[src/hdl/sdbt_map.svh]
// sdbt_map.svh: codes, reset values and limits of the serial dma buffer core
`ifndef SDBT_MAP_SVH
`define SDBT_MAP_SVH

// ************
// major mode codes
// ************
`define SDBT_MODE_SINGLE 2'h0
`define SDBT_MODE_PIPE 2'h1
`define SDBT_MODE_ARRAY 2'h2
`define SDBT_MODE_LIST 2'h3

// ************
// channel indices and byte lane enables
// ************
`define SDBT_CH_TX 0
`define SDBT_CH_RX 1
`define SDBT_BE_LOW 2'h1
`define SDBT_BE_HIGH 2'h2
`define SDBT_BE_BOTH 2'h3

// ************
// counts, steps and reset values
// ************
`define SDBT_COUNT_ZERO 16'h0000
`define SDBT_COUNT_ONE 16'h0001
`define SDBT_COUNT_TWO 16'h0002
`define SDBT_ADDR_BYTE 32'h00000001
`define SDBT_ADDR_WORD 32'h00000002
`define SDBT_ADDR_RESET 32'h00000000
`define SDBT_DATA_RESET 16'h0000

`endif

[src/hdl/sdbt_pkg.sv]
// sdbt_pkg.sv: types of the serial dma buffer core
package sdbt_pkg;

    // ************
    // modes and commands
    // ************
    typedef enum logic [1:0] {STEP_INC, STEP_HOLD, STEP_DEC} sdbt_step_t;
    typedef enum logic [2:0] {DC_NONE, DC_START, DC_RESET, DC_PAUSE, DC_ABORT} sdbt_dma_cmd_t;
    typedef enum logic [1:0] {CC_NONE, CC_UPPER_FIRST, CC_LOWER_FIRST} sdbt_chan_cmd_t;
    typedef enum logic [2:0] {
        SM_ASYNC, SM_SYNC, SM_BIT_ORIENTED, SM_ETHERNET, SM_TRANSPARENT_BISYNC, SM_MIL_1553
    } sdbt_serial_mode_t;
    typedef enum logic [1:0] {ST_IDLE, ST_WAIT, ST_BUS} sdbt_state_t;

    // ************
    // carriers
    // ************
    typedef struct packed {
        logic [1:0] dma_major_mode;
        logic force_byte;
        logic early_termination_enable;
        sdbt_step_t step;
    } sdbt_mode_t;

    typedef struct packed {
        logic busy;
        logic done;
        logic stopped;
    } sdbt_status_t;

    typedef struct packed {
        sdbt_state_t st;
        logic [31:0] addr;
        logic [15:0] count;
        logic term_pend;
        logic done;
        logic stopped;
    } sdbt_chan_t;

    typedef struct packed {
        sdbt_chan_t [1:0] ch;
        logic upper_first;
        logic forced_rx;
        logic mem_req;
        logic mem_write;
        logic mem_wide;
        logic mem_hi;
        logic mem_owner;
        logic [1:0] mem_be;
        logic [31:0] mem_addr;
        logic [15:0] mem_wdata;
        logic [1:0] end_pulse;
        logic push;
        logic push_two;
        logic [15:0] push_chars;
        logic pop;
        logic pop_two;
    } sdbt_core_t;

endpackage

[src/hdl/sdbt_core.sv]
// sdbt_core.sv: transmit and receive dma channels in single buffer mode
//
// Contract
// RL1 - byte-only transfers on 8-bit bus or force bit
// RL2 - byte transfer: count minus one, address steps
// RL3 - 8-bit bus carries bytes on low lane
// RL4 - forced bytes: tx both lanes, rx by bit0; tx with step hold reads one lane by bit0
// RL5 - lane order follows latest lane command
// RL6 - word transfer when even address, count two up
// RL7 - odd address or count one: byte transfer
// RL8 - word transfer: count minus two, address by two
// RL9 - two fifo chars ordered on lanes by command
// RL10 - oldest frame-end char on even lane
// RL11 - tx counter one: final byte from low lane
// RL12 - move on request, end at zero count
// RL13 - early termination only when enabled
// RL14 - abort input stops channel at once
// RL15 - reset, pause, abort commands stop at once
// RL16 - single buffer mode stops after buffer end
// RL17 - tx termination in sync modes at zero count
// RL18 - frame boundary forces rx request until stored
// RL19 - rx char counter never terminates or forces
// RL20 - software loads address, count, then starts
// RL21 - address and count keep ending values
// RL22 - buffer end pulse and pollable done status
// RL23 - major mode codes select four modes; only the single buffer code starts a channel here
// RL24 - zero count start transfers nothing
// RL25 - count saturates at zero, never wraps
`timescale 1ns/1ns

module sdbt_core (
    input wire logic CORE_CLK,
    input wire logic RST_B,
    input wire logic WIDE_BUS_SELECT,
    input wire sdbt_pkg::sdbt_mode_t TX_MODE,
    input wire sdbt_pkg::sdbt_mode_t RX_MODE,
    input wire sdbt_pkg::sdbt_serial_mode_t SERIAL_MODE,
    input wire logic [1:0] LOAD_EN,
    input wire logic [31:0] LOAD_ADDR,
    input wire logic [15:0] LOAD_COUNT,
    input wire sdbt_pkg::sdbt_dma_cmd_t DMA_CMD,
    input wire logic DMA_CMD_ALL,
    input wire logic DMA_CMD_RX,
    input wire sdbt_pkg::sdbt_chan_cmd_t CHAN_CMD,
    input wire logic ABORT_B,
    input wire logic TX_REQ,
    input wire logic TXF_ROOM2,
    input wire logic [15:0] TX_CHAR_COUNT,
    input wire logic RX_REQ,
    input wire logic RXF_TWO,
    input wire logic [7:0] RXF_CHAR0,
    input wire logic [7:0] RXF_CHAR1,
    input wire logic [1:0] RXF_BOUND,
    input wire logic RXF_BOUND_IN,
    input wire logic RX_TERM,
    input wire logic MEM_ACK,
    input wire logic [15:0] MEM_RDATA,
    output logic MEM_REQ,
    output logic MEM_WRITE,
    output logic [31:0] MEM_ADDR,
    output logic [1:0] MEM_BE,
    output logic [15:0] MEM_WDATA,
    output logic TXF_PUSH,
    output logic TXF_PUSH_TWO,
    output logic [15:0] TXF_CHARS,
    output logic RXF_POP,
    output logic RXF_POP_TWO,
    output logic [31:0] TX_ADDR,
    output logic [15:0] TX_COUNT,
    output logic [31:0] RX_ADDR,
    output logic [15:0] RX_COUNT,
    output sdbt_pkg::sdbt_status_t TX_STATUS,
    output sdbt_pkg::sdbt_status_t RX_STATUS,
    output logic [1:0] BUF_END,
    output logic UPPER_LANE_FIRST
);

`include "sdbt_map.svh"

    // ************
    // declarations
    // ************
    sdbt_pkg::sdbt_core_t st_reg;
    sdbt_pkg::sdbt_core_t st_next;
    sdbt_pkg::sdbt_mode_t [1:0] mode_c;
    logic [1:0] req_c;
    logic [1:0] avail2_c;
    logic [1:0] target_c;
    logic [1:0] start_c;
    logic [1:0] stop_c;
    logic [1:0] single_c;
    logic [1:0] can_wide_c;
    logic [1:0] hi_lane_c;
    logic [1:0] cnt_zero_c;
    logic [1:0] want_c;
    logic [1:0] grant_c;
    logic [1:0] term_evt_c;
    logic [1:0] ack_c;
    logic [31:0] addr_next_c [2];
    logic [15:0] count_next_c [2];
    logic stop_cmd;
    logic sync_mode;
    logic bound_mode;
    logic tx_one_left;
    logic tx_term;
    logic rx_bound_stored;

    // ************
    // shared decode
    // ************
    assign mode_c = {RX_MODE, TX_MODE};
    assign stop_cmd = (DMA_CMD == sdbt_pkg::DC_RESET) | (DMA_CMD == sdbt_pkg::DC_PAUSE) |
        (DMA_CMD == sdbt_pkg::DC_ABORT); // RL15
    // all but async is sync
    assign sync_mode = (SERIAL_MODE != sdbt_pkg::SM_ASYNC);
    // modes marking frame ends
    assign bound_mode = (SERIAL_MODE == sdbt_pkg::SM_BIT_ORIENTED) |
        (SERIAL_MODE == sdbt_pkg::SM_ETHERNET) |
        (SERIAL_MODE == sdbt_pkg::SM_TRANSPARENT_BISYNC) |
        (SERIAL_MODE == sdbt_pkg::SM_MIL_1553);

    // serial side requests
    assign req_c[`SDBT_CH_TX] = TX_REQ; // RL12
    assign req_c[`SDBT_CH_RX] = RX_REQ | st_reg.forced_rx; // RL18 RL19
    assign avail2_c[`SDBT_CH_TX] = TXF_ROOM2;
    assign avail2_c[`SDBT_CH_RX] = RXF_TWO;

    // bus completions
    assign ack_c[`SDBT_CH_TX] = (st_reg.ch[`SDBT_CH_TX].st == sdbt_pkg::ST_BUS) & MEM_ACK;
    assign ack_c[`SDBT_CH_RX] = (st_reg.ch[`SDBT_CH_RX].st == sdbt_pkg::ST_BUS) & MEM_ACK;

    // tx: one char left, low lane only
    assign tx_one_left = (TX_CHAR_COUNT == `SDBT_COUNT_ONE); // RL11
    // tx end as char counter hits zero
    assign tx_term = sync_mode & ack_c[`SDBT_CH_TX] &
        ((TX_CHAR_COUNT == `SDBT_COUNT_ONE) |
        (st_reg.mem_wide & (TX_CHAR_COUNT == `SDBT_COUNT_TWO))); // RL17
    // rx: boundary char stored now
    assign rx_bound_stored = ack_c[`SDBT_CH_RX] &
        (RXF_BOUND[0] | (st_reg.mem_wide & RXF_BOUND[1])); // RL18
    assign term_evt_c[`SDBT_CH_TX] = tx_term;
    assign term_evt_c[`SDBT_CH_RX] = rx_bound_stored | RX_TERM;

    // ************
    // per channel width, lane and step logic
    // ************
    for (genvar g = 0; g < 2; g++) begin : g_ch
        logic byte_only;
        logic [31:0] astep;
        logic [15:0] cstep;
        assign target_c[g] = DMA_CMD_ALL | ((g == `SDBT_CH_RX) ? DMA_CMD_RX : ~DMA_CMD_RX);
        assign start_c[g] = (DMA_CMD == sdbt_pkg::DC_START) & target_c[g];
        assign stop_c[g] = (stop_cmd & target_c[g]) | ~ABORT_B; // RL14 RL15
        assign single_c[g] = (mode_c[g].dma_major_mode == `SDBT_MODE_SINGLE); // RL23
        // narrow bus or forced bytes
        assign byte_only = ~WIDE_BUS_SELECT | mode_c[g].force_byte; // RL1
        // word: even address, two bytes left
        assign can_wide_c[g] = ~byte_only & ~st_reg.ch[g].addr[0] &
            (st_reg.ch[g].count >= `SDBT_COUNT_TWO) & avail2_c[g]; // RL6 RL7
        // addr bit 0 and lane order pick lane
        assign hi_lane_c[g] = WIDE_BUS_SELECT &
            (st_reg.ch[g].addr[0] ^ st_reg.upper_first); // RL5 RL7
        assign cnt_zero_c[g] = (st_reg.ch[g].count == `SDBT_COUNT_ZERO);
        // step by issued width
        assign astep = st_reg.mem_wide ? `SDBT_ADDR_WORD : `SDBT_ADDR_BYTE; // RL2 RL8
        assign cstep = st_reg.mem_wide ? `SDBT_COUNT_TWO : `SDBT_COUNT_ONE; // RL2 RL8
        // count saturates at zero
        assign count_next_c[g] = (st_reg.ch[g].count > cstep) ?
            (st_reg.ch[g].count - cstep) : `SDBT_COUNT_ZERO; // RL25
        always_comb begin
            case (mode_c[g].step)
                sdbt_pkg::STEP_INC: addr_next_c[g] = st_reg.ch[g].addr + astep;
                sdbt_pkg::STEP_DEC: addr_next_c[g] = st_reg.ch[g].addr - astep;
                default: addr_next_c[g] = st_reg.ch[g].addr;
            endcase
        end
        // ready to issue a transfer
        assign want_c[g] = (st_reg.ch[g].st == sdbt_pkg::ST_WAIT) & ~cnt_zero_c[g] &
            ~st_reg.ch[g].term_pend & req_c[g] & ~st_reg.mem_req & ~stop_c[g]; // RL12
    end

    // receive wins the bus over transmit
    assign grant_c[`SDBT_CH_RX] = want_c[`SDBT_CH_RX];
    assign grant_c[`SDBT_CH_TX] = want_c[`SDBT_CH_TX] & ~want_c[`SDBT_CH_RX];

    // ************
    // next state
    // ************
    always_comb begin
        st_next = st_reg;
        st_next.end_pulse = 2'h0;
        st_next.push = 1'b0;
        st_next.push_two = 1'b0;
        st_next.pop = 1'b0;
        st_next.pop_two = 1'b0;
        // lane order command, latest one wins
        if (CHAN_CMD == sdbt_pkg::CC_UPPER_FIRST) begin
            st_next.upper_first = 1'b1; // RL5
        end else if (CHAN_CMD == sdbt_pkg::CC_LOWER_FIRST) begin
            st_next.upper_first = 1'b0; // RL5
        end
        for (int c = 0; c < 2; c++) begin
            case (st_reg.ch[c].st)
                sdbt_pkg::ST_IDLE: begin
                    // load only while idle
                    if (LOAD_EN[c]) begin
                        st_next.ch[c].addr = LOAD_ADDR; // RL20
                        st_next.ch[c].count = LOAD_COUNT; // RL20
                    end
                    // only single buffer mode can be launched
                    if (start_c[c] & single_c[c]) begin
                        st_next.ch[c].st = sdbt_pkg::ST_WAIT; // RL20 RL23
                        st_next.ch[c].done = 1'b0;
                        st_next.ch[c].stopped = 1'b0;
                        st_next.ch[c].term_pend = 1'b0;
                    end
                end
                sdbt_pkg::ST_WAIT: begin
                    if (cnt_zero_c[c] | st_reg.ch[c].term_pend) begin
                        // buffer over, keep end values
                        st_next.ch[c].st = sdbt_pkg::ST_IDLE; // RL12 RL16 RL21 RL24
                        st_next.ch[c].done = 1'b1; // RL22
                        st_next.ch[c].term_pend = 1'b0;
                        st_next.end_pulse[c] = 1'b1; // RL22
                    end else if (grant_c[c]) begin
                        st_next.ch[c].st = sdbt_pkg::ST_BUS;
                        st_next.mem_req = 1'b1;
                        st_next.mem_write = (c == `SDBT_CH_RX);
                        st_next.mem_owner = (c == `SDBT_CH_RX);
                        st_next.mem_addr = st_reg.ch[c].addr;
                        st_next.mem_wide = can_wide_c[c];
                        st_next.mem_hi = hi_lane_c[c];
                        if (can_wide_c[c]) begin
                            st_next.mem_be = `SDBT_BE_BOTH; // RL6
                        end else if (!WIDE_BUS_SELECT) begin
                            st_next.mem_be = `SDBT_BE_LOW; // RL3
                        end else if ((c == `SDBT_CH_TX) &&
                            (mode_c[c].step != sdbt_pkg::STEP_HOLD)) begin
                            st_next.mem_be = `SDBT_BE_BOTH; // RL4
                        end else if (hi_lane_c[c]) begin
                            st_next.mem_be = `SDBT_BE_HIGH; // RL4 RL7
                        end else begin
                            st_next.mem_be = `SDBT_BE_LOW; // RL4 RL7
                        end
                        // oldest char goes on the even-addressed lane
                        if (can_wide_c[c] && st_reg.upper_first) begin
                            st_next.mem_wdata = {RXF_CHAR0, RXF_CHAR1}; // RL9 RL10
                        end else if (can_wide_c[c]) begin
                            st_next.mem_wdata = {RXF_CHAR1, RXF_CHAR0}; // RL9 RL10
                        end else begin
                            st_next.mem_wdata = {RXF_CHAR0, RXF_CHAR0};
                        end
                    end
                end
                sdbt_pkg::ST_BUS: begin
                    if (MEM_ACK) begin
                        st_next.ch[c].st = sdbt_pkg::ST_WAIT;
                        st_next.ch[c].count = count_next_c[c]; // RL2 RL8
                        st_next.ch[c].addr = addr_next_c[c]; // RL2 RL8
                        st_next.mem_req = 1'b0;
                        if (c == `SDBT_CH_RX) begin
                            st_next.pop = 1'b1;
                            st_next.pop_two = st_reg.mem_wide;
                        end else if (st_reg.mem_wide && tx_one_left) begin
                            st_next.push = 1'b1;
                            st_next.push_chars = {8'h00, MEM_RDATA[7:0]}; // RL11
                        end else if (st_reg.mem_wide && st_reg.upper_first) begin
                            st_next.push = 1'b1;
                            st_next.push_two = 1'b1;
                            st_next.push_chars = {MEM_RDATA[7:0], MEM_RDATA[15:8]}; // RL9
                        end else if (st_reg.mem_wide) begin
                            st_next.push = 1'b1;
                            st_next.push_two = 1'b1;
                            st_next.push_chars = MEM_RDATA; // RL9
                        end else begin
                            st_next.push = 1'b1;
                            st_next.push_chars = st_reg.mem_hi ?
                                {8'h00, MEM_RDATA[15:8]} : {8'h00, MEM_RDATA[7:0]}; // RL4
                        end
                    end
                end
                default: begin
                    st_next.ch[c].st = sdbt_pkg::ST_IDLE;
                end
            endcase
            // serial termination when enabled
            if (term_evt_c[c] && mode_c[c].early_termination_enable &&
                (st_reg.ch[c].st != sdbt_pkg::ST_IDLE)) begin
                st_next.ch[c].term_pend = 1'b1; // RL13
            end
            // summary stop: no end pulse, no further bus action
            if (stop_c[c] && (st_reg.ch[c].st != sdbt_pkg::ST_IDLE)) begin
                st_next.ch[c].st = sdbt_pkg::ST_IDLE; // RL14 RL15
                st_next.ch[c].stopped = 1'b1;
                st_next.ch[c].term_pend = 1'b0;
                st_next.end_pulse[c] = 1'b0;
                st_next.push = (c == `SDBT_CH_TX) ? 1'b0 : st_next.push;
                st_next.push_two = (c == `SDBT_CH_TX) ? 1'b0 : st_next.push_two;
                st_next.pop = (c == `SDBT_CH_RX) ? 1'b0 : st_next.pop;
                st_next.pop_two = (c == `SDBT_CH_RX) ? 1'b0 : st_next.pop_two;
                if (st_reg.ch[c].st == sdbt_pkg::ST_BUS) begin
                    st_next.mem_req = 1'b0;
                end
            end
            // reset command also clears the end flags
            if ((DMA_CMD == sdbt_pkg::DC_RESET) && target_c[c]) begin
                st_next.ch[c].done = 1'b0; // RL15
                st_next.ch[c].stopped = 1'b0;
            end
        end
        // forced rx request: set wins
        if (rx_bound_stored) begin
            st_next.forced_rx = 1'b0; // RL18
        end
        if (RXF_BOUND_IN && bound_mode) begin
            st_next.forced_rx = 1'b1; // RL18
        end
    end

    // ************
    // state register
    // ************
    always_ff @(posedge CORE_CLK or negedge RST_B) begin
        if (!RST_B) begin
            for (int c = 0; c < 2; c++) begin
                st_reg.ch[c].st <= sdbt_pkg::ST_IDLE;
                st_reg.ch[c].addr <= `SDBT_ADDR_RESET;
                st_reg.ch[c].count <= `SDBT_COUNT_ZERO;
                st_reg.ch[c].term_pend <= 1'b0;
                st_reg.ch[c].done <= 1'b0;
                st_reg.ch[c].stopped <= 1'b0;
            end
            st_reg.upper_first <= 1'b0;
            st_reg.forced_rx <= 1'b0;
            st_reg.mem_req <= 1'b0;
            st_reg.mem_write <= 1'b0;
            st_reg.mem_wide <= 1'b0;
            st_reg.mem_hi <= 1'b0;
            st_reg.mem_owner <= 1'b0;
            st_reg.mem_be <= 2'h0;
            st_reg.mem_addr <= `SDBT_ADDR_RESET;
            st_reg.mem_wdata <= `SDBT_DATA_RESET;
            st_reg.end_pulse <= 2'h0;
            st_reg.push <= 1'b0;
            st_reg.push_two <= 1'b0;
            st_reg.push_chars <= `SDBT_DATA_RESET;
            st_reg.pop <= 1'b0;
            st_reg.pop_two <= 1'b0;
        end else begin
            st_reg <= st_next;
        end
    end

    // ************
    // outputs
    // ************
    // bus and fifo strokes from register
    assign MEM_REQ = st_reg.mem_req;
    assign MEM_WRITE = st_reg.mem_write;
    assign MEM_ADDR = st_reg.mem_addr;
    assign MEM_BE = st_reg.mem_be;
    assign MEM_WDATA = st_reg.mem_wdata;
    assign TXF_PUSH = st_reg.push;
    assign TXF_PUSH_TWO = st_reg.push_two;
    assign TXF_CHARS = st_reg.push_chars;
    assign RXF_POP = st_reg.pop;
    assign RXF_POP_TWO = st_reg.pop_two;

    // read-back of ending address, count and status
    assign TX_ADDR = st_reg.ch[`SDBT_CH_TX].addr; // RL21
    assign TX_COUNT = st_reg.ch[`SDBT_CH_TX].count; // RL21
    assign RX_ADDR = st_reg.ch[`SDBT_CH_RX].addr; // RL21
    assign RX_COUNT = st_reg.ch[`SDBT_CH_RX].count; // RL21
    assign TX_STATUS = {(st_reg.ch[`SDBT_CH_TX].st != sdbt_pkg::ST_IDLE),
        st_reg.ch[`SDBT_CH_TX].done, st_reg.ch[`SDBT_CH_TX].stopped}; // RL22
    assign RX_STATUS = {(st_reg.ch[`SDBT_CH_RX].st != sdbt_pkg::ST_IDLE),
        st_reg.ch[`SDBT_CH_RX].done, st_reg.ch[`SDBT_CH_RX].stopped}; // RL22
    assign BUF_END = st_reg.end_pulse; // RL22
    assign UPPER_LANE_FIRST = st_reg.upper_first;

endmodule // sdbt_core

[config.mk]
export PLATFORM = sky130hd
export DESIGN_NAME = sdbt_core
export DESIGN_NICKNAME = d
export VERILOG_FILES = /design/src/hdl/sdbt_pkg.sv /design/src/hdl/sdbt_core.sv
export VERILOG_INCLUDE_DIRS = /design/src /design/src/hdl
export SDC_FILE = /design/constraint.sdc
export NUM_CORES = 1
export LEC_CHECK = 0
export ABC_AREA = 1
export BUFFER_PORTS_ARGS = -buffer_cell sky130_fd_sc_hd__clkbuf_2
export CORE_MARGIN = 3
export CORE_UTILIZATION = 58
export DETAILED_ROUTE_END_ITERATION = 10
export PLACE_DENSITY = 0.9
export SLEW_MARGIN = 20
export SYNTH_ARGS = -nofsm -noshare
export SYNTH_HDL_FRONTEND = slang
export SYNTH_SLANG_ARGS = --single-unit
export TNS_END_PERCENT = 100
[constraint.sdc]
create_clock -name CORE_CLK -period 2.9 [get_ports CORE_CLK]
set_input_delay 0.435 -clock CORE_CLK [delete_from_list [all_inputs] [get_ports CORE_CLK]]
set_output_delay 0.435 -clock CORE_CLK [all_outputs]
set_load 0.01 [all_outputs]
==> impl_metrics.sql, run 1 <==
INSERT INTO impl_metrics (metric_group, metric, value, unit) VALUES
('route', 'drt-wirelength-per-cell', '17.8', 'um'),
('place', 'placed_cell_area', '17100', 'sq um'),
('yosys', 'synth.yosys.seq_area_share', '0.281', ''),
('timing', 'finalSetupViolations', '0', ''),
('clock_network', 'insertion_delay', '0.45', 'ns'),
('cells_and_area', 'final_area', '17700', 'sq um'),
('die', 'die_w', '174', 'um'),
('timing', 'layout_worst_path_cycle_share', '0.895', ''),
('timing', 'fin_skew', '0.0201', 'ns'),
('timing', 'timing.max_slew.rel_slack', '0.509', ''),
('timing', 'fmax', '385', 'MHz'),
('cells_and_area', 'layout-drive-gt1-share', '0.155', ''),
('yosys', 'synth.cell_area', '16400', 'sq um'),
('power_and_ir_drop', 'sequential_group_share_of_total_power', '0.283', ''),
('power_and_ir_drop', 'max-vdd-ir-drop', '0.526', 'mV'),
('global_route', 'grt_pass1_wl', '86000', 'um'),
('cells_and_area', 'finalNetCount', '2913', ''),
('worst_setup_path', 'critical_path.max_fanout', '10', ''),
('route', 'average_via_count_per_standard_cell', '5.52', ''),
('clock_network', 'root_buffer', 'sky130_fd_sc_hd__clkbuf_16', ''),
('cells_and_area', 'fillCellCount', '2593', ''),
('timing', 'hold_viol_final', '0', ''),
('clock_network', 'cts_repair_resize_count', '0', ''),
('yosys', 'mean_instance_size_in_the_synthesized_netlist', '6.35', 'sq um'),
('global_route', 'grt_antenna_before_repair', '1', ''),
('global_route', 'overflow', '0', ''),
('clock_network', 'post_cts_hold_buffer_count', '0', ''),
('power_and_ir_drop', 'switching_power', '9.95', 'mW'),
('power_and_ir_drop', 'internal_power', '8.97', 'mW'),
('timing', 'min_period', '2.60', 'ns'),
('clock_network', 'cts.reportedPaths.clkPinSlew', '0.09', 'ns'),
('clock_network', 'clock_tree.htree_level_count', '4', ''),
('worst_setup_path', 'crit_path_end_kind', 'register', ''),
('yosys', 'synth_edf_count', '0', ''),
('route', 'drtPass1Iterations', '5', ''),
('yosys', 'synth.ff_latch_count', '184', ''),
('cells_and_area', 'syn_to_final_growth', '8.06', '%'),
('power_and_ir_drop', 'pwr_per_cell_area', '1070', 'nW/um^2'),
('yosys', 'synth_async_sr_flop_share', '1.00', ''),
('worst_setup_path', 'arrival', '2.96', 'ns'),
('power_and_ir_drop', 'switching_share', '0.526', ''),
('worst_setup_path', 'crit_path_start_kind', 'register', ''),
('timing', 'timing.setup.tns', '0', 'ns'),
('timing', 'fin_ws', '0.305', 'ns'),
('die', 'die_height', '174', 'um'),
('route', 'remaining_drc_errors', '0', ''),
('worst_setup_path', 'startpoint', 'st_reg[74]', ''),
('cells_and_area', 'antenna-diode-count', '0', ''),
('clock_network', 'tritoncts.num_buffers', '17', ''),
('worst_setup_path', 'timing.critical_path.required', '3.27', 'ns'),
('place', 'finalWeightedCongestion', '1.00', ''),
('route', 'dr.first_iter.drc_count', '1459', ''),
('yosys', 'synth_ff_type', 'sky130_fd_sc_hd__dfrtp_1', ''),
('die', 'ios', '310', ''),
('place', 'preCtsSetupSlack', '0.0861', 'ns'),
('die', 'core_region_area', '27300', 'sq um'),
('worst_setup_path', 'path_type_of_the_worst_setup_path', 'reg2reg', ''),
('power_and_ir_drop', 'share_clk_of_total_power', '0.132', ''),
('route', 'drt_wl_total', '54800', 'um'),
('power_and_ir_drop', 'leakagePower', '10.0', 'nW'),
('flow_run', 'cap_violations', '0', ''),
('place', 'dp.cells', '3054', ''),
('place', 'post-dp-hpwl', '43100', 'um'),
('timing', 'grt_setup_unrepaired', 'false', ''),
('worst_setup_path', 'crit-reg2reg-launch', 'st_reg[74]', ''),
('outcome', 'run_status', 'complete, no violations', ''),
('global_route', 'grt_max_degree', '71', ''),
('clock_network', 'setup_fix_bufs_post_cts', '0', ''),
('route', 'ant_nets', '0', ''),
('route', 'total_via_count_in_the_routed_design', '17020', ''),
('power_and_ir_drop', 'power.share.combinational', '0.585', '');
worst paths after layout:
check / to / slack (ns) / depth (start not counted)
worst max register to register: TX_COUNT[12] / 0.30 / 13
worst max-delay path: TX_COUNT[12] / 0.30 / 13
min in group CORE_CLK: st_reg[77] / 0.26 / 3
worst min-delay path: BUF_END[0] / 0.003 / 1
max in group asynchronous: RX_ADDR[8] / 2.09 / 2
worst min register to register: MEM_WRITE / 0.48 / 2
worst max-delay path, stage by stage (launching register included):
cell	delay [ns]
sky130_fd_sc_hd__dfrtp_1	0.38
sky130_fd_sc_hd__inv_1	0.17
sky130_fd_sc_hd__buf_12	0.18
sky130_fd_sc_hd__ha_1	0.16
sky130_fd_sc_hd__inv_1	0.05
sky130_fd_sc_hd__fa_1	0.40
sky130_fd_sc_hd__inv_1	0.11
sky130_fd_sc_hd__nand2_1	0.09
sky130_fd_sc_hd__nor2_1	0.30
sky130_fd_sc_hd__nand2_1	0.14
sky130_fd_sc_hd__nor3_2	0.15
sky130_fd_sc_hd__xor2_1	0.18
sky130_fd_sc_hd__nand2_1	0.07
sky130_fd_sc_hd__a21oi_1	0.14
cell usage after synthesis, types with 4 or more instances:
cell | number | area share
sky130_fd_sc_hd__nand2_1 | 832 | 0.19
sky130_fd_sc_hd__inv_1 | 356 | 0.082
sky130_fd_sc_hd__nor2_1 | 205 | 0.047
sky130_fd_sc_hd__dfrtp_1 | 184 | 0.28
sky130_fd_sc_hd__buf_4 | 174 | 0.080
sky130_fd_sc_hd__a21oi_1 | 170 | 0.052
sky130_fd_sc_hd__nand3_1 | 163 | 0.050
sky130_fd_sc_hd__o21ai_0 | 99 | 0.030
sky130_fd_sc_hd__ha_1 | 75 | 0.057
sky130_fd_sc_hd__o21ai_1 | 47 | 0.014
sky130_fd_sc_hd__xor2_1 | 31 | 0.017
sky130_fd_sc_hd__buf_2 | 28 | 0.0086
sky130_fd_sc_hd__clkbuf_1 | 26 | 0.0060
sky130_fd_sc_hd__nand4_1 | 19 | 0.0073
sky130_fd_sc_hd__nor3_1 | 17 | 0.0052
sky130_fd_sc_hd__o211ai_1 | 14 | 0.0064
sky130_fd_sc_hd__a22oi_1 | 13 | 0.0060
sky130_fd_sc_hd__xnor2_1 | 13 | 0.0069
sky130_fd_sc_hd__inv_2 | 12 | 0.0027
sky130_fd_sc_hd__or2_2 | 12 | 0.0046
sky130_fd_sc_hd__o22ai_1 | 9 | 0.0034
sky130_fd_sc_hd__and2_1 | 7 | 0.0027
sky130_fd_sc_hd__nand2_2 | 6 | 0.0023
sky130_fd_sc_hd__nor2_2 | 6 | 0.0023
sky130_fd_sc_hd__buf_6 | 5 | 0.0034
sky130_fd_sc_hd__nand3b_1 | 5 | 0.0023
sky130_fd_sc_hd__fa_1 | 4 | 0.0049
sky130_fd_sc_hd__nor2_4 | 4 | 0.0027
sky130_fd_sc_hd__nor4_1 | 4 | 0.0015
power groups by stage:
stage	Combinational [mW]	Clock, mW	Sequential (mW)
2_1_floorplan	8.96	0	4.73
3_3_place_gp	10.6	0	5.30
3_5_place_dp	10.9	0	5.33
4_1_cts	11.0	2.51	5.30
5_1_grt	12.4	2.62	5.46
6_report	11.1	2.49	5.36
through the flow:
| stage | utilization | hold slack, ns | total power [mW] |
|---|---|---|---|
| 2_1_floorplan | - | 0.139 | 13.7 |
| 3_3_place_gp | 0.625 | 0.465 | 15.9 |
| 3_5_place_dp | 0.625 | 0.464 | 16.2 |
| 4_1_cts | 0.648 | 0.0336 | 18.8 |
| 5_1_grt | 0.648 | 0.0408 | 20.5 |
| 6_report | 0.648 | 0.00322 | 18.9 |
kinds of logic (layout without fill, tap and decap cells):
kind of cell	Yosys count	after routing	synth area share
AOI/OAI and AO/OA	374	374	0.123
buffers and inverters	605	739	0.183
adders and majority gates	79	79	0.0622
DFF	184	184	0.281
and+or+nand+nor	1294	1294	0.328
xor gates and xnor gates	44	44	0.0235
routing by layer:
metal	up-vias	wire, um	track usage
met5	-	13	0
met4	2	2310	0.137
met3	150	4670	0.0647
met2	788	25700	0.600
met1	7850	22100	0.444
li1	8230	-	-
cell usage in the layout, fill, tap and decap left out, types with 5 or more instances in the layout:
cell type / instances
sky130_fd_sc_hd__a21oi_1: 170
sky130_fd_sc_hd__a22oi_1: 13
sky130_fd_sc_hd__and2_1: 7
sky130_fd_sc_hd__buf_12: 6
sky130_fd_sc_hd__buf_4: 22
sky130_fd_sc_hd__clkbuf_16: 17
sky130_fd_sc_hd__clkbuf_2: 308
sky130_fd_sc_hd__dfrtp_1: 184
sky130_fd_sc_hd__ha_1: 75
sky130_fd_sc_hd__inv_1: 356
sky130_fd_sc_hd__inv_2: 12
sky130_fd_sc_hd__nand2_1: 832
sky130_fd_sc_hd__nand2_2: 6
sky130_fd_sc_hd__nand3_1: 163
sky130_fd_sc_hd__nand3b_1: 5
sky130_fd_sc_hd__nand4_1: 19
sky130_fd_sc_hd__nor2_1: 204
sky130_fd_sc_hd__nor2_2: 7
sky130_fd_sc_hd__nor3_1: 17
sky130_fd_sc_hd__o211ai_1: 14
sky130_fd_sc_hd__o21ai_0: 99
sky130_fd_sc_hd__o21ai_1: 47
sky130_fd_sc_hd__o22ai_1: 9
sky130_fd_sc_hd__or2_2: 12
sky130_fd_sc_hd__xnor2_1: 13
sky130_fd_sc_hd__xor2_1: 31
final cells by class:
cell class	count	area, sq um	area share
clock buffers	18	429	0.0242
clock inverters	14	184	0.0104
inverters	370	1390	0.0784
multi-input cells	1791	8790	0.497
flip-flops and latches	184	4600	0.260
well taps	372	465	0.0263
repair buffers	337	1840	0.104
No activity file was read; power rests on OpenSTA's default activity.
==> run 2, diff against run 1 <==
--- a/config.mk
+++ b/config.mk
@@ -8,6 +8,7 @@
 export LEC_CHECK = 0
 export ABC_AREA = 1
 export BUFFER_PORTS_ARGS = -buffer_cell sky130_fd_sc_hd__clkbuf_2
+export CORE_ASPECT_RATIO = 1.25
 export CORE_MARGIN = 3
 export CORE_UTILIZATION = 58
 export DETAILED_ROUTE_END_ITERATION = 10
==> constraint.sdc (replaced) <==
create_clock -name CORE_CLK -period 2.5 [get_ports CORE_CLK]
set_input_delay 0.375 -clock CORE_CLK [delete_from_list [all_inputs] [get_ports CORE_CLK]]
set_output_delay 0.375 -clock CORE_CLK [all_outputs]
set_load 0.01 [all_outputs]
==> run 2 against run 1 <==
The run now ends with design-rule violations left. Clock skew shrank 0.0062 ns. First-iteration DRC count barely moved. Utilization is 0.78 points higher. Clock power grew 17%. Die area barely moved. Sequential share of layout area decreased by 0.69 points. Largest power group unchanged.
==> impl_metrics.sql, run 2 (same netlist as run 1, synthesis figures left out) <==
INSERT INTO impl_metrics (metric_group, metric, value, unit) VALUES
('cells_and_area', 'final_common_cell', 'sky130_fd_sc_hd__nand2_1', ''),
('timing', 'timing.max_slew.rel_slack', '0.512', ''),
('die', 'die_w', '156', 'um'),
('timing', 'fin_skew', '0.0139', 'ns'),
('timing', 'fin_hold_ws', '0.217', 'ns'),
('timing', 'hold_viol_final', '0', ''),
('route', 'drt_wl_total', '55100', 'um'),
('route', 'drtPass1Iterations', '9', ''),
('cells_and_area', 'fillCellCount', '2547', ''),
('die', 'die_height', '194', 'um'),
('hold_path', 'timing.hold.worst.class', 'in2reg', ''),
('cells_and_area', 'antenna-diode-count', '0', ''),
('worst_setup_path', 'worst_r2r_path_depth', '14', ''),
('die', 'core_region_area', '27700', 'sq um'),
('cells_and_area', 'layout.cells.most_common_list', 'sky130_fd_sc_hd__nand2_1 (827), sky130_fd_sc_hd__inv_1 (352), sky130_fd_sc_hd__clkbuf_2 (308)', ''),
('clock_network', 'tritoncts.num_buffers', '17', ''),
('flow_run', 'cap_violations', '0', ''),
('worst_setup_path', 'timing.critical_path.required', '2.87', 'ns'),
('outcome', 'failing_checks', 'design-rule violations', ''),
('outcome', 'run_status', 'finished, violations left', ''),
('clock_network', 'clock_tree.buffer_depth', '2', ''),
('clock_network', 'cts.sink_count', '184', ''),
('route', 'remaining_drc_errors', '1', ''),
('global_route', 'overflow', '0', ''),
('worst_setup_path', 'path_type_of_the_worst_setup_path', 'in2reg', ''),
('cells_and_area', 'finalNetCount', '2972', ''),
('place', 'preCtsSetupSlack', '-0.394', 'ns'),
('timing', 'fmax', '413', 'MHz'),
('die', 'floorplan.rows', '68', ''),
('place', 'post-dp-hpwl', '43200', 'um'),
('worst_setup_path', 'rr_endpoint', 'TX_COUNT[13]', ''),
('global_route', 'grt_max_degree', '71', ''),
('timing', 'fin_ws', '0.0795', 'ns'),
('timing', 'worst-slew-pin-transition', '0.731', 'ns'),
('die', 'initial_utilization', '0.591', ''),
('die', 'ios', '310', ''),
('route', 'average_via_count_per_standard_cell', '5.54', ''),
('timing', 'timing_max_transition_violations_final', '0', ''),
('route', 'total_via_count_in_the_routed_design', '17301', ''),
('worst_setup_path', 'startpoint', 'TX_MODE[1]', ''),
('clock_network', 'cts.reportedPaths.clkPinSlew', '0.07', 'ns'),
('worst_setup_path', 'arrival', '2.79', 'ns'),
('worst_setup_path', 'worst_setup_endpoint', 'TX_ADDR[13]', ''),
('global_route', 'grt_pass1_vias', '16457', ''),
('worst_setup_path', 'crit_path_end_kind', 'register', ''),
('power_and_ir_drop', 'leakagePower', '10.3', 'nW'),
('place', 'placed_cell_area', '17500', 'sq um'),
('worst_setup_path', 'critical_path.max_fanout', '15', ''),
('worst_setup_path', 'rrSetupSlack', '0.13', 'ns'),
('die', 'die_area', '30300', 'sq um'),
('timing', 'finalSetupViolations', '0', ''),
('clock_network', 'clock_tree.htree_level_count', '4', ''),
('global_route', 'grt_pass1_wl', '85100', 'um'),
('cells_and_area', 'final_area', '18200', 'sq um'),
('power_and_ir_drop', 'pwr_per_cell_area', '1240', 'nW/um^2'),
('route', 'drt-wirelength-per-cell', '17.6', 'um'),
('worst_setup_path', 'crit-reg2reg-launch', 'st_reg[74]', ''),
('place', 'finalWeightedCongestion', '1.03', ''),
('power_and_ir_drop', 'max-vdd-ir-drop', '0.718', 'mV'),
('route', 'ant_nets', '0', ''),
('global_route', 'grt_antenna_before_repair', '2', ''),
('clock_network', 'root_buffer', 'sky130_fd_sc_hd__clkbuf_16', ''),
('place', 'place.port_buffers', '309', ''),
('place', 'dp.cells', '3086', ''),
('cells_and_area', 'syn_to_final_growth', '11.0', '%'),
('route', 'dr.first_iter.drc_count', '1458', ''),
('cells_and_area', 'finalNonFillerCells', '3123', ''),
('cells_and_area', 'layout-drive-gt1-share', '0.179', ''),
('clock_network', 'tritoncts', 'done', ''),
('timing', 'layout_worst_path_cycle_share', '0.968', ''),
('worst_setup_path', 'crit_path_start_kind', 'primary input', ''),
('global_route', 'grt_overall_usage', '0.351', ''),
('timing', 'min_period', '2.42', 'ns'),
('clock_network', 'insertion_delay', '0.45', 'ns');
## run 2: cell types whose count changed in the layout (fill, tap and decap cells not counted), moves of 2 or more
| cell | change |
|---|---|
| sky130_fd_sc_hd__clkinv_8 | -4 |
| sky130_fd_sc_hd__inv_2 | +3 |
| sky130_fd_sc_hd__inv_1 | -4 |
| sky130_fd_sc_hd__nand2_1 | -5 |
| sky130_fd_sc_hd__nand2_2 | +4 |
| sky130_fd_sc_hd__buf_12 | +2 |
| sky130_fd_sc_hd__buf_4 | +55 |
| sky130_fd_sc_hd__clkinvlp_4 | +3 |
## run 2: cell type report
| cell class | count | area (sq um) | area share |
|---|---|---|---|
| multi-input combinational | 1792 | 8850 | 0.486 |
| sequential | 184 | 4600 | 0.253 |
| timing repair buffer | 395 | 2300 | 0.127 |
| inverter | 370 | 1390 | 0.0766 |
| clock buffer | 19 | 443 | 0.0244 |
| tap | 350 | 438 | 0.0241 |
| clock inverter | 13 | 161 | 0.00887 |
## run 2: timing repair
| item | 4_1_cts | 5_1_grt |
|---|---|---|
| setup buffers | 3 | 0 |
| hold buffers | 1 | 0 |
| setup endpoints to repair | 9 | 38 |
| gates resized for setup | 3 | 14 |
| pin swaps | 0 | 3 |
| gates cloned | 0 | 1 |
| endpoints found under the hold margin | 65 | 0 |
## run 2: worst min-delay path by stage
| stage | endpoint | slack (ns) | from | depth (start not counted) |
|---|---|---|---|---|
| detailed placement | RX_COUNT[11] | 0.44 | RST_B | 1 |
| finish | TX_ADDR[1] | 0.22 | LOAD_ADDR[1] | 3 |
| floorplan | BUF_END[0] | 0.08 | RST_B | 0 |
| CTS | TX_ADDR[1] | 0.20 | LOAD_ADDR[1] | 3 |
| global placement | RX_COUNT[13] | 0.43 | RST_B | 1 |
| global route | st_reg[77] | 0.23 | SERIAL_MODE[2] | 4 |
## run 2: power breakdown
part	leakage, nW	total, mW	switching [mW]	internal, mW
Sequential	2.21	6.14	1.71	4.43
Combinational	7.82	13.5	8.53	5.00
Clock	0.291	2.91	1.37	1.54
## run 2: through the flow
| stage | power, mW | TNS (ns) | utilization |
|---|---|---|---|
| 4_1_cts | 22.3 | 0 | 0.654 |
| 6_report | 22.6 | 0 | 0.656 |
| 5_1_grt | 24.3 | -0.0356 | 0.656 |
| 3_5_place_dp | 19.3 | -5.82 | 0.631 |
| 2_1_floorplan | 15.9 | 0 | - |
| 3_3_place_gp | 18.9 | -3.78 | 0.631 |
## run 2: routing by layer
layer  wire length, um  share of wire  GRT usage
met5                27        0.00049          0
met4              3340          0.061      0.193
met3              4670          0.085     0.0670
met1             20500           0.37      0.400
met2             26600           0.48      0.612
## run 2: worst max-delay path, stage by stage
cell and delay (ns):
sky130_fd_sc_hd__clkbuf_2 0.07, sky130_fd_sc_hd__inv_1 0.16, sky130_fd_sc_hd__nor2_2 0.64, sky130_fd_sc_hd__ha_1 0.29, sky130_fd_sc_hd__nand2_1 0.11, sky130_fd_sc_hd__nor2_1 0.28
sky130_fd_sc_hd__and2_1 0.17, sky130_fd_sc_hd__nand2_1 0.05, sky130_fd_sc_hd__nand2_1 0.16, sky130_fd_sc_hd__xor2_1 0.22, sky130_fd_sc_hd__nand2_1 0.08, sky130_fd_sc_hd__a21oi_1 0.16
==> run 3, diff against run 2 <==
==> constraint.sdc (replaced) <==
create_clock -name CORE_CLK -period 2.5 [get_ports CORE_CLK]
set_input_delay 0.125 -clock CORE_CLK [delete_from_list [all_inputs] [get_ports CORE_CLK]]
set_output_delay 0.125 -clock CORE_CLK [all_outputs]
set_load 0.01 [all_outputs]
==> run 3 against run 2 <==
Register-to-register slack barely moved. Non-clock buffer count fell by 1. Highest routed layer is now met4. Critical path depth did not move. Cell area rose by 0.34%. Clock skew fell by 0.00090 ns. The run now ends clean. Largest power group unchanged. Hold slack got worse by 0.21 ns. Maximum frequency rose by 1.6%. First-iteration DRC count rose by 5.6%. Via count rose by 0.84%.
==> impl_metrics.sql, run 3 (same netlist as run 1, synthesis figures left out) <==
INSERT INTO impl_metrics (metric_group, metric, value, unit) VALUES
('cells_and_area', 'layout.cells.most_common_list', 'sky130_fd_sc_hd__nand2_1 (826), sky130_fd_sc_hd__inv_1 (353), sky130_fd_sc_hd__clkbuf_2 (308)', ''),
('cells_and_area', 'fillCellCount', '2501', ''),
('worst_setup_path', 'crit_path_start_kind', 'register', ''),
('worst_setup_path', 'timing.critical_path.required', '2.83', 'ns'),
('route', 'dr.first_iter.drc_count', '1539', ''),
('global_route', 'overflow', '0', ''),
('worst_setup_path', 'arrival', '2.71', 'ns'),
('route', 'drt_wl_total', '56300', 'um'),
('power_and_ir_drop', 'leakagePower', '10.3', 'nW'),
('timing', 'timing.setup.tns', '0', 'ns'),
('clock_network', 'cts.sink_count', '184', ''),
('cells_and_area', 'finalNonFillerCells', '3123', ''),
('worst_setup_path', 'path_type_of_the_worst_setup_path', 'reg2reg', ''),
('cells_and_area', 'final_common_cell', 'sky130_fd_sc_hd__nand2_1', ''),
('clock_network', 'tritoncts.num_buffers', '17', ''),
('flow_run', 'cap_violations', '0', ''),
('place', 'place.port_buffers', '309', ''),
('power_and_ir_drop', 'max-vdd-ir-drop', '0.666', 'mV'),
('cells_and_area', 'finalNetCount', '2972', ''),
('cells_and_area', 'syn_to_final_growth', '11.4', '%'),
('timing', 'grt_setup_unrepaired', 'true', ''),
('route', 'total_via_count_in_the_routed_design', '17447', ''),
('cells_and_area', 'antenna-diode-count', '0', ''),
('timing', 'timing.max_slew.rel_slack', '0.470', ''),
('route', 'average_via_count_per_standard_cell', '5.59', ''),
('route', 'drt-wirelength-per-cell', '18.0', 'um'),
('clock_network', 'clock_tree.htree_level_count', '4', ''),
('place', 'dp.cells', '3059', ''),
('place', 'post-dp-hpwl', '43200', 'um'),
('global_route', 'grt_overall_usage', '0.355', ''),
('route', 'ant_nets', '0', ''),
('clock_network', 'insertion_delay', '0.46', 'ns'),
('global_route', 'grt_antenna_before_repair', '0', ''),
('place', 'finalWeightedCongestion', '1.03', ''),
('power_and_ir_drop', 'pwr_per_cell_area', '1230', 'nW/um^2'),
('timing', 'fmax', '420', 'MHz'),
('global_route', 'grt_pass1_vias', '16511', ''),
('clock_network', 'clock_tree.buffer_depth', '2', ''),
('route', 'remaining_drc_errors', '0', ''),
('die', 'core_region_area', '27700', 'sq um'),
('timing', 'worst-slew-pin-transition', '0.794', 'ns'),
('global_route', 'grt_max_degree', '94', ''),
('timing', 'layout_worst_path_cycle_share', '0.953', ''),
('clock_network', 'root_buffer', 'sky130_fd_sc_hd__clkbuf_16', ''),
('route', 'drtPass1Iterations', '6', ''),
('timing', 'fin_skew', '0.0130', 'ns'),
('die', 'initial_utilization', '0.591', ''),
('worst_setup_path', 'crit_path_end_kind', 'register', ''),
('die', 'die_w', '156', 'um'),
('cells_and_area', 'layout-drive-gt1-share', '0.175', ''),
('die', 'ios', '310', ''),
('hold_path', 'timing.hold.worst.class', 'in2reg', ''),
('timing', 'hold_viol_final', '0', ''),
('worst_setup_path', 'critical_path.max_fanout', '8', ''),
('timing', 'finalSetupViolations', '0', ''),
('clock_network', 'tritoncts', 'done', ''),
('timing', 'timing_max_transition_violations_final', '0', ''),
('outcome', 'run_status', 'complete, no violations', ''),
('die', 'die_area', '30300', 'sq um'),
('global_route', 'grt_pass1_wl', '85900', 'um'),
('die', 'die_height', '194', 'um'),
('clock_network', 'cts.reportedPaths.clkPinSlew', '0.08', 'ns'),
('die', 'floorplan.rows', '68', ''),
('timing', 'min_period', '2.38', 'ns');
run 3: changes by cell type in the layout (fill, tap and decap cells not counted), sizes merged, moves of 2 or more:
cell and delta:
clkinv +2, bufinv -2, buf -19, clkinvlp +2
dlygate4sd3 +18
run 3: layout make-up:
type / count / area (sq um) / share of cell area
multi-input cells: 1793 / 8890 / 0.487
flip-flops and latches: 184 / 4600 / 0.252
repair buffers: 394 / 2340 / 0.128
inverters: 370 / 1400 / 0.0767
clock buffers: 18 / 439 / 0.0241
well taps: 350 / 438 / 0.0240
clock inverters: 14 / 135 / 0.00740
run 3: routing by layer:
layer	global-route usage	share of wire
met2	0.590	0.47
met3	0.0665	0.083
met5	0	0
met4	0.256	0.084
met1	0.405	0.36
run 3: worst max-delay path, stage by stage, from the launching register on:
cell and delay [ns]:
sky130_fd_sc_hd__dfrtp_1 0.42, sky130_fd_sc_hd__clkinvlp_4 0.24, sky130_fd_sc_hd__buf_6 0.19, sky130_fd_sc_hd__fa_1 0.43
sky130_fd_sc_hd__inv_1 0.13, sky130_fd_sc_hd__nand2_2 0.11, sky130_fd_sc_hd__a21oi_2 0.14, sky130_fd_sc_hd__nand2_1 0.07
sky130_fd_sc_hd__nand2_2 0.13, sky130_fd_sc_hd__clkinvlp_4 0.12, sky130_fd_sc_hd__buf_4 0.16, sky130_fd_sc_hd__nand3_1 0.06
sky130_fd_sc_hd__a22oi_1 0.07
run 3: worst paths after layout:
| check | start | slack [ns] | cells after the start | endpoint |
|---|---|---|---|---|
| setup / recovery | st_reg[74] | 0.12 | 12 | TX_COUNT[4] |
| hold / removal | RXF_CHAR0[7] | 0.01 | 5 | MEM_WDATA[15] |
| setup reg to reg | st_reg[74] | 0.12 | 12 | TX_COUNT[4] |
| hold reg to reg | MEM_WRITE | 0.48 | 2 | MEM_WRITE |
| max in group asynchronous | RST_B | 1.45 | 3 | MEM_ADDR[21] |
| min in group asynchronous | RST_B | 0.16 | 2 | BUF_END[1] |
run 3: timing repair:
| item | 4_1_cts | 5_1_grt |
|---|---|---|
| endpoints found under the setup margin | 7 | 83 |
| gates cloned | 0 | 2 |
| pin swaps | 0 | 2 |
| hold buffers | 19 | 0 |
| buffers inserted | 0 | 11 |
| hold endpoints to repair | 61 | 0 |
| resized for setup | 2 | 27 |
run 3: power by group:
group	switching [mW]	internal, mW
sequential	1.66	4.43
clock	1.39	1.35
combinational	8.69	4.93
total	11.7	10.7
run 3: stage by stage:
| step | hold WS (ns) | util | area [sq um] | power [mW] | worst slack [ns] |
|---|---|---|---|---|---|
| 3_3_place_gp | 0.0889 | 0.623 | 17300 | 18.8 | 0.0408 |
| 6_report | 0.0116 | 0.658 | 18300 | 22.4 | 0.117 |
| 4_1_cts | 0.000667 | 0.651 | 18000 | 22.0 | -0.00719 |
| 5_1_grt | 0.0194 | 0.658 | 18300 | 24.2 | -0.0238 |
| 3_5_place_dp | 0.0923 | 0.623 | 17300 | 19.1 | -0.0984 |
| 2_1_floorplan | -0.171 | - | 16400 | 15.9 | 0.128 |
